==> src/verilog/adc_regs_pkg.sv <==
// constants for the converter status, input select and gain registers
package adc_regs_pkg;
  // register addresses
  localparam logic [7:0] ADDR_DEVICE_STATUS = 8'h01;
  localparam logic [7:0] ADDR_INPUT_SELECT = 8'h02;
  localparam logic [7:0] ADDR_AMPLIFIER_GAIN = 8'h03;
  // reset values
  localparam logic [7:0] RST_DEVICE_STATUS = 8'h80;
  localparam logic [7:0] RST_INPUT_SELECT = 8'h01;
  localparam logic [7:0] RST_AMPLIFIER_GAIN = 8'h00;
  // status field positions
  localparam int POS_POWER_ON_FLAG = 7;
  localparam int POS_NOT_READY = 6;
  localparam int POS_REF_LOW = 0;
  // input select fields
  localparam int POS_PSEL_HI = 7;
  localparam int POS_PSEL_LO = 4;
  localparam int POS_NSEL_HI = 3;
  localparam int POS_NSEL_LO = 0;
  // amplifier fields
  localparam int POS_AMP_EN_HI = 4;
  localparam int POS_AMP_EN_LO = 3;
  localparam int POS_GAIN_HI = 2;
  localparam int POS_GAIN_LO = 0;
  // input select codes
  localparam logic [3:0] SEL_LAST_ANALOG = 4'hb;
  localparam logic [3:0] SEL_LAST_SMALL = 4'h5;
  localparam logic [3:0] SEL_COMMON = 4'hc;
  // amplifier enable codes
  localparam logic [1:0] AMP_BYPASS = 2'h0;
  localparam logic [1:0] AMP_ENABLED = 2'h1;
  // command opcodes, upper three bits
  localparam logic [2:0] OP_READ = 3'h1;
  localparam logic [2:0] OP_WRITE = 3'h2;
endpackage

==> src/verilog/adc_status_mux_gain_registers.sv <==
// status, input select and amplifier gain registers behind the serial port
`timescale 1ns/1ns
module adc_status_mux_gain_registers #(
  parameter bit TWELVE_CHANNEL = 1'b1
) (
  input wire logic i_ref_clk,
  input wire logic i_rst_n,
  input wire logic i_cs_n,
  input wire logic i_sclk,
  input wire logic i_din,
  output logic o_dout,
  output logic o_dout_oe_n,
  input wire logic i_ready,
  input wire logic i_ref_below_limit,
  input wire logic i_reference_monitor_enable,
  output logic [3:0] o_positive_input_select,
  output logic [3:0] o_negative_input_select,
  output logic o_positive_select_valid,
  output logic o_negative_select_valid,
  output logic o_amplifier_enabled,
  output logic [7:0] o_amplifier_gain,
  output logic o_amplifier_config_valid
);
  // ---------------------------------------------------------------
  // pin synchronisers
  // ---------------------------------------------------------------
  logic [1:0] cs_sync;
  logic [1:0] sclk_sync;
  logic [1:0] din_sync;
  logic [1:0] rdy_sync;
  logic [1:0] ref_sync;
  logic [1:0] mon_sync;
  logic sclk_prev;
  always_ff @(posedge i_ref_clk)
  begin
    if (!i_rst_n)
    begin
      cs_sync <= 2'h3;
      sclk_sync <= 2'h0;
      din_sync <= 2'h0;
      rdy_sync <= 2'h0;
      ref_sync <= 2'h0;
      mon_sync <= 2'h0;
      sclk_prev <= 1'b0;
    end
    else
    begin
      cs_sync <= {cs_sync[0], i_cs_n};
      sclk_sync <= {sclk_sync[0], i_sclk};
      din_sync <= {din_sync[0], i_din};
      rdy_sync <= {rdy_sync[0], i_ready};
      ref_sync <= {ref_sync[0], i_ref_below_limit};
      mon_sync <= {mon_sync[0], i_reference_monitor_enable};
      sclk_prev <= sclk_sync[1];
    end
  end

  wire cs_active = !cs_sync[1];
  wire sclk_rise = cs_active && sclk_sync[1] && !sclk_prev;
  wire sclk_fall = cs_active && !sclk_sync[1] && sclk_prev;

  // ---------------------------------------------------------------
  // selector decoding
  // ---------------------------------------------------------------
  function automatic logic sel_valid(input logic [3:0] code);
    logic [3:0] last;
    last = TWELVE_CHANNEL ? adc_regs_pkg::SEL_LAST_ANALOG : adc_regs_pkg::SEL_LAST_SMALL;
    sel_valid = (code <= last) || (code == adc_regs_pkg::SEL_COMMON);
  endfunction

  // ---------------------------------------------------------------
  // serial command engine
  // ---------------------------------------------------------------
  logic [7:0] shift_in;
  logic [7:0] shift_out;
  logic [2:0] bit_cnt;
  logic [4:0] cur_addr;
  logic [4:0] remaining;
  typedef enum logic [1:0] {PH_COMMAND, PH_COUNT, PH_DATA, PH_IGNORE} frame_phase_e;
  frame_phase_e phase;
  logic is_write;
  logic power_on_event_flag;
  logic [7:0] input_select;
  logic [7:0] amplifier_gain_setting;
  logic reference_low_flag;

  wire [7:0] shifted = {shift_in[6:0], din_sync[1]};
  wire byte_done = sclk_rise && (bit_cnt == 3'h7);
  wire data_byte = byte_done && (phase == PH_DATA);
  wire do_write = data_byte && is_write;
  wire wr_status = do_write && (cur_addr == adc_regs_pkg::ADDR_DEVICE_STATUS[4:0]);
  wire wr_mux = do_write && (cur_addr == adc_regs_pkg::ADDR_INPUT_SELECT[4:0]);
  wire wr_amp = do_write && (cur_addr == adc_regs_pkg::ADDR_AMPLIFIER_GAIN[4:0]);
  wire [4:0] next_addr = (phase == PH_DATA && byte_done) ? cur_addr + 5'h1
    : (phase == PH_COMMAND && byte_done) ? shifted[4:0] : cur_addr;
  // no reload once the counted bytes are spent
  wire load_read = byte_done && !is_write
    && (phase == PH_COUNT || (phase == PH_DATA && remaining != 5'h0));

  wire [7:0] status_view = {power_on_event_flag, rdy_sync[1], 5'h00, reference_low_flag};
  wire [7:0] amp_view = {3'h0, amplifier_gain_setting[4:0]};
  wire [7:0] read_data =
    (next_addr == adc_regs_pkg::ADDR_DEVICE_STATUS[4:0]) ? status_view :
    (next_addr == adc_regs_pkg::ADDR_INPUT_SELECT[4:0]) ? input_select :
    (next_addr == adc_regs_pkg::ADDR_AMPLIFIER_GAIN[4:0]) ? amp_view : 8'h00;

  always_ff @(posedge i_ref_clk)
  begin
    if (!i_rst_n || !cs_active)
    begin
      shift_in <= 8'h00;
      bit_cnt <= 3'h0;
      phase <= PH_COMMAND;
      is_write <= 1'b0;
      cur_addr <= 5'h00;
      remaining <= 5'h00;
    end
    else if (sclk_rise)
    begin
      shift_in <= shifted;
      bit_cnt <= bit_cnt + 3'h1;
      cur_addr <= next_addr;
      if (byte_done)
      begin
        unique case (phase)
          PH_COMMAND:
          begin
            is_write <= (shifted[7:5] == adc_regs_pkg::OP_WRITE);
            phase <= (shifted[7:5] == adc_regs_pkg::OP_WRITE
              || shifted[7:5] == adc_regs_pkg::OP_READ) ? PH_COUNT : PH_IGNORE;
          end
          PH_COUNT:
          begin
            remaining <= shifted[4:0];
            phase <= PH_DATA;
          end
          PH_DATA:
          begin
            remaining <= remaining - 5'h1;
            if (remaining == 5'h0)
              phase <= PH_IGNORE;
          end
          PH_IGNORE:
            phase <= PH_IGNORE;
        endcase
      end
    end
  end

  // output shifter, loads on the rising clock edge that ends a byte, shifts on falling clock edges except the last of each byte
  always_ff @(posedge i_ref_clk)
  begin
    if (!i_rst_n || !cs_active)
      shift_out <= 8'h00;
    else if (load_read)
      shift_out <= read_data;
    else if (sclk_fall && bit_cnt != 3'h0)
      shift_out <= {shift_out[6:0], 1'b0};
  end

  // ---------------------------------------------------------------
  // registers
  // ---------------------------------------------------------------
  always_ff @(posedge i_ref_clk)
  begin
    if (!i_rst_n)
    begin
      power_on_event_flag <= adc_regs_pkg::RST_DEVICE_STATUS[adc_regs_pkg::POS_POWER_ON_FLAG];
      input_select <= adc_regs_pkg::RST_INPUT_SELECT;
      amplifier_gain_setting <= adc_regs_pkg::RST_AMPLIFIER_GAIN;
      reference_low_flag <= 1'b0;
    end
    else
    begin
      if (wr_status && !shifted[adc_regs_pkg::POS_POWER_ON_FLAG])
        power_on_event_flag <= 1'b0;
      if (wr_mux)
        input_select <= shifted;
      if (wr_amp)
        amplifier_gain_setting <= {3'h0, shifted[4:0]};
      reference_low_flag <= mon_sync[1] && ref_sync[1];
    end
  end

  // ---------------------------------------------------------------
  // outputs
  // ---------------------------------------------------------------
  logic [2:0] gain_code;
  logic [1:0] amp_en;
  assign gain_code = amplifier_gain_setting[adc_regs_pkg::POS_GAIN_HI:adc_regs_pkg::POS_GAIN_LO];
  assign amp_en = amplifier_gain_setting[adc_regs_pkg::POS_AMP_EN_HI:adc_regs_pkg::POS_AMP_EN_LO];

  always_ff @(posedge i_ref_clk)
  begin
    if (!i_rst_n)
    begin
      o_dout <= 1'b0;
      o_dout_oe_n <= 1'b1;
      o_positive_input_select <= 4'h0;
      o_negative_input_select <= 4'h1;
      o_positive_select_valid <= 1'b1;
      o_negative_select_valid <= 1'b1;
      o_amplifier_enabled <= 1'b0;
      o_amplifier_gain <= 8'h01;
      o_amplifier_config_valid <= 1'b1;
    end
    else
    begin
      o_dout <= shift_out[7];
      o_dout_oe_n <= !cs_active;
      o_positive_input_select <= input_select[adc_regs_pkg::POS_PSEL_HI:adc_regs_pkg::POS_PSEL_LO];
      o_positive_select_valid <=
        sel_valid(input_select[adc_regs_pkg::POS_PSEL_HI:adc_regs_pkg::POS_PSEL_LO]);
      o_negative_input_select <= input_select[adc_regs_pkg::POS_NSEL_HI:adc_regs_pkg::POS_NSEL_LO];
      o_negative_select_valid <=
        sel_valid(input_select[adc_regs_pkg::POS_NSEL_HI:adc_regs_pkg::POS_NSEL_LO]);
      o_amplifier_enabled <= (amp_en == adc_regs_pkg::AMP_ENABLED);
      o_amplifier_config_valid <= (amp_en == adc_regs_pkg::AMP_BYPASS)
        || (amp_en == adc_regs_pkg::AMP_ENABLED);
      o_amplifier_gain <= 8'h01 << gain_code;
    end
  end
endmodule

==> config.mk <==
export PLATFORM = sky130hd
export DESIGN_NAME = adc_status_mux_gain_registers
export DESIGN_NICKNAME = d
export VERILOG_FILES = /design/src/verilog/adc_regs_pkg.sv /design/src/verilog/adc_status_mux_gain_registers.sv
export SDC_FILE = /design/constraint.sdc
export NUM_CORES = 1
export LEC_CHECK = 0
export ABC_AREA = 1
export BUFFER_PORTS_ARGS = -buffer_cell sky130_fd_sc_hd__buf_4
export CAP_MARGIN = 20
export CORE_AREA = 5 5 71 105
export CTS_CLUSTER_SIZE = 12
export DETAILED_ROUTE_END_ITERATION = 10
export DIE_AREA = 0 0 76 110
export HOLD_SLACK_MARGIN = 0.06
export PLACE_DENSITY = 0.74
export SLEW_MARGIN = 20
export SYNTH_ARGS = -nofsm -noshare
export SYNTH_HDL_FRONTEND = slang
export SYNTH_SLANG_ARGS = --single-unit
==> constraint.sdc <==
create_clock -name i_ref_clk -period 1.8 [get_ports i_ref_clk]
set_input_delay 0.36 -clock i_ref_clk [delete_from_list [all_inputs] [get_ports i_ref_clk]]
set_output_delay 0.36 -clock i_ref_clk [all_outputs]
set_load 0.02 [all_outputs]
## Yosys cells after proc, flatten, opt, wreduce, memory -nomap -nowiden

Index checks and enable logic that the tools add are counted.
W data, S select, Z words.

- Memory bits (writable): 0
- Latch bits: 0
- Bits of input ports: 8
- Memories: 0
- Bits in registers: 81
- Memory bits (read-only): 0

- Div/mod/pow operators: 0
- Reduce and logical (&&, ||, !) cells: 39
- Order comparisons: 2
- Bitwise operators: 0
- Muxes and demuxes: 11
- Eq/ne operators: 16
- Shift-type cells: 1
- Multipliers: 0
- $add $sub $neg: 3

Operators with widths:

| cell | number |
|---|---|
| $mux W8 | 4 |
| $eq A5 B2 Y1 const B | 4 |
| $logic_and A1 B1 Y1 | 17 |
| $mux W5 | 3 |
| $eq A5 B1 Y1 const B | 2 |
| $pmux W5 S2 | 1 |
| $reduce_and A3 Y1 | 3 |
| $eq A4 B4 Y1 const B | 2 |
| $le A4 B4 Y1 const B | 2 |
| $pmux W2 S4 | 1 |
| $shl A1 B3 Y8 const A | 1 |
| $logic_not A1 Y1 | 6 |
| $logic_or A1 B1 Y1 | 6 |
| $add A5 B1 Y5 const B | 1 |
| $logic_not A5 Y1 | 1 |
| $reduce_bool A5 Y1 | 1 |
| $sub A5 B1 Y5 const B | 1 |
| $eq A2 B1 Y1 const B | 2 |
| $eq A2 B2 Y1 const B | 2 |
| $logic_not A2 Y1 | 2 |
| $mux W2 | 2 |
| $reduce_bool A2 Y1 | 2 |
| $add A3 B1 Y3 const B | 1 |
| $eq A3 B1 Y1 const B | 1 |
| other kinds (4) | 4 |

## Longest topological paths before layout

- Word-level depth: 12
- Gate-level depth with buffers: 16
- Mapped depth without buffers: 16

## Worst setup path after synthesis

No wires, ideal clock.

- Kind: register to register
- Start point: register bit_cnt[0]
- End point: register shift_out[3]
- Arrival time: 1,827 ps
- Library setup time: 109 ps
- Path buffers: 1
- Slack: -136 ps
- Stages on the path, launching flop included: 17
- Data required time: 1,691 ps
- Cells stage by stage: dfxtp_1 > ha_1 > ha_1 > inv_1 > nor2_8 > nand2_4 > buf_6 > nand3_1 > nand2_1 > nor2_1 > nand3_2 > nand2_1 > inv_1 > nand2_1 > nand3_1 > nand2_1 > inv_1

- Longest elaborated chain between the ends: 10
- Elaborated cells on any way between the ends: 18
- Those cells by class: eq/ne: 4; mux: 6; reduce/logical: 8

RTL lines:

| item | line | text |
|---|---|---|
| start, declared | adc_status_mux_gain_registers.sv:76 | `logic [2:0] bit_cnt;` |
| start signal, assigned | adc_status_mux_gain_registers.sv:121 | `bit_cnt <= bit_cnt + 3'h1;` |
| $eq A3 B3 Y1 | adc_status_mux_gain_registers.sv:88 | `wire byte_done = sclk_rise && (bit_cnt == 3'h7);` |
| $logic_and A1 B1 Y1 | adc_status_mux_gain_registers.sv:88 |  |
| $logic_and A1 B1 Y1 | adc_status_mux_gain_registers.sv:95 | `: (phase == PH_COMMAND && byte_done) ? shifted[4:0] : cur_addr;` |
| $mux W5 | adc_status_mux_gain_registers.sv:95 |  |
| $mux W5 | adc_status_mux_gain_registers.sv:94 | `wire [4:0] next_addr = (phase == PH_DATA && byte_done) ? cur_addr + 5'h1` |
| $eq A5 B2 Y1 | adc_status_mux_gain_registers.sv:105 | `(next_addr == adc_regs_pkg::ADDR_AMPLIFIER_GAIN[4:0]) ? amp_view : 8'h00;` |
| $mux W5 | adc_status_mux_gain_registers.sv:105 |  |
| $mux W8 | adc_status_mux_gain_registers.sv:104 | `(next_addr == adc_regs_pkg::ADDR_INPUT_SELECT[4:0]) ? input_select :` |
| $mux W8 | adc_status_mux_gain_registers.sv:103 | `(next_addr == adc_regs_pkg::ADDR_DEVICE_STATUS[4:0]) ? status_view :` |
| $mux W8 | adc_status_mux_gain_registers.sv:155 | `else if (load_read)` |
| end signal, assigned | adc_status_mux_gain_registers.sv:156 | `shift_out <= read_data;` |
| end signal, assigned | adc_status_mux_gain_registers.sv:158 | `shift_out <= {shift_out[6:0], 1'b0};` |
| end, declared | adc_status_mux_gain_registers.sv:75 | `logic [7:0] shift_out;` |

Parallel ways exist; a longest one is shown, timed or not.
A chain may end at the register's enable or synchronous reset.

## Worst setup path after layout

Ends and elaborated chain as after synthesis.

==> out/metrics.cfg <==
[drt]
wl_met3_um = 532
vias_per_cell = 5.51
wl_per_cell_um = 15.2
drc_errors = 0
wl_mm = 8.72
wl_met1_mm = 3.14
drt_iter0_markers = 241
maxUsedRoutingLayer = met4
num_vias = 3171
final_antenna_net_count = 0
wl_met2_mm = 4.55
first_pass_iters = 7

[job]
drv_cap = 0

[sta]
tns_ns = -2.01
post-route-period-util_pct = 111
setup_viol = 20
drv_slew = 0
final_critical_path_setup_slack_ns = -0.204
layout_min_cycle_time_ns = 2.00
hold_violations = 0
rsz0062_at_grt = yes
tightest_slew_ns = 0.555
timing.fmax_mhz = 499
fin_skew_ns = 0.00947
max-slew-margin-rel_pct = 63.0

[yosys]
yosysMostFrequentCell = dfxtp_1
synth_cell_type_count = 35
synth_top_area_share_pct = 48.8
yosysWarnings = 0
postSynthCellCount = 421
yosys-top-cells-count = 81 x dfxtp_1, 79 x nand2_1, 67 x inv_1
syn_avg_cell_area_um2 = 7.89
ys_seq_area_share_pct = 48.8
syn-cell-area_um2 = 3320
synth_ff_type = dfxtp_1
synth_top_cell_by_area = dfxtp_1
synthArstFlopShare_pct = 0
ys_top_cells_by_area = dfxtp_1 49%, nand2_1 8.9%, inv_1 7.6%
synth_seq_cells = 81
synth_edf_count = 0
synth_nets = 439

[clocking]
cts_sinks = 81
cts_tree = done
numCtsBuffers = 9
cts-root-buf = clkbuf_8
clockBufferDepth = 2
clock_latency_ns = 0.36
cts.clk_slew.worst_paths_ns = 0.08
cts.hold.buffers_added = 0
cts_max_level = 3

[final_layout]
fin_area_um2 = 4470
final_util_pct = 69.4
drive_above_1_share_pct = 33.1
nNetsFinal = 512
diodes = 0
fillCellCount = 476
area_growth_pct = 34.6

[placement]
gp_congestion = 0.929
portBuffers = 29
pre_cts_slack_ns = -0.200
hpwl_mm = 5.71
postPlaceCellArea_um2 = 3870

[floorplan]
initial_core_util_pct = 51.6
row_count = 36
die_x_um = 76
fp.dieArea_um2 = 8360
ios = 30
die_h_um = 110
core_area_um2 = 6440

[worst_setup_path]
cp-startpoint = bit_cnt[0]
required_ns = 2.10
cp_max_fo = 6
worstSetupEndpointType = flop
r2r_start = bit_cnt[0]
r2r_cells = 15
start_kind = flop
r2r_slack_ns = -0.20
crit_arrival_ns = 2.31
r2r_end = shift_out[3]
crit_type = flop to flop

[outcome]
violations = setup timing
status = finished with violations

[power]
power.leakage_nw = 2.00
power_mw = 3.27
ir_worst_vdd_v = 0.000429
power.density_nw_per_um2 = 732

[worst_hold_path]
hold_path_end = rdy_sync[0]
hp-class = input pin to flop
holdCritStartpoint = i_ready
hold_depth = 3

[global_route]
grt_pass1_vias = 2850
overflow = 0
grt_max_degree = 38
grt_first_pass_wirelength_mm = 13.2
antenna_found_initial = 0
grtUsageTotal_pct = 20.0

area by class of cell:
type | instances | area (um^2) | share of cell area, %
Clock inverter | 5 | 62.6 | 1.40
Timing Repair Buffer | 72 | 597 | 13.4
Inverter | 68 | 263 | 5.88
Clock buffer | 11 | 151 | 3.39
Sequential cell | 81 | 1630 | 36.4
Multi-Input combinational cell | 262 | 1680 | 37.5
Tap cell | 76 | 95.1 | 2.13
metrics by stage:
stage | hold slack (ns) | cells
floorplan | 0.382 | 421
global placement | 0.392 | 548
detailed placement | 0.398 | 548
CTS | 0.165 | 566
global route | 0.164 | 575
finish | 0.177 | 575
cells in the final DEF, fill, tap and decap left out, drive strengths merged:
cell      count
xnor2         1
a2111oi       1
clkinv        1
inv          69
o21a          1
dfxtp        81
a211oi        3
a31oi         1
o221ai        1
o21ai        37
o211ai        3
nand4         5
nor3         14
ha           10
o31ai         1
nand3        26
buf          71
clkinvlp      2
nor2         31
bufinv        1
a21oi        35
or2           5
clkbuf       12
xor2          4
nand2        83
sequential cells by signal, summed over array words and instances (netlist names), 2 cells and up:
register / cells
mon_sync: 2
cur_addr: 5
input_select: 8
cs_sync: 2
o_amplifier_gain: 8
o_negative_input_select: 4
sclk_sync: 2
din_sync: 2
shift_out: 8
ref_sync: 2
o_positive_input_select: 4
amplifier_gain_setting: 5
bit_cnt: 3
rdy_sync: 2
phase: 2
shift_in: 7
remaining: 5
power by group:
group | internal (mW) | switching, mW
registers | 1.80 | 0.00807
clock network | 0.723 | 0.669
logic | 0.0260 | 0.0394
kinds of logic after synthesis:
logic type | count (synthesis) | share of synthesized area (%)
adder cells (fa/ha/maj) | 10 | 3.77
buffers and inverters | 79 | 9.23
AND/OR/NAND/NOR | 163 | 23.5
XOR/XNOR | 5 | 1.32
flip-flops | 81 | 48.8
AO/OA/AOI/OAI | 83 | 13.4
per-layer routing:
metal  GRT usage (%)  vias to the layer above
li1                -                     1504
met1            19.9                     1479
met2            36.0                      142
met3            5.61                       46
met4            13.7                        0
met5               0                        -
worst max path at each step:
| stage | to | slack (ns) |
|---|---|---|
| after floorplan | shift_out[2] | -0.05 |
| after global placement | shift_out[3] | -0.13 |
| after detailed placement | shift_out[4] | -0.20 |
| after CTS | shift_out[4] | -0.13 |
| after global routing | shift_out[1] | -0.32 |
| final | shift_out[3] | -0.20 |
worst max-delay path, stage by stage (launching register included):
cell and delay, ns:
dfxtp_2 0.36, ha_4 0.14, ha_4 0.16, inv_4 0.05
nor2_8 0.17, buf_6 0.13, nand3_2 0.07, nand3_2 0.10
nand2_4 0.08, inv_4 0.09, nand2_4 0.07, nor3_4 0.24
nand2_1 0.11, nand3_2 0.07, nand2_1 0.05, inv_1 0.05
repair_timing:
action                     in CTS  in global routing
setup buffers                   1                  7
pin swaps                       8                 27
cloned                          1                  2
resized for setup              24                 68
setup endpoints to repair      13                 19
No activity file was read; power rests on OpenSTA's default activity.
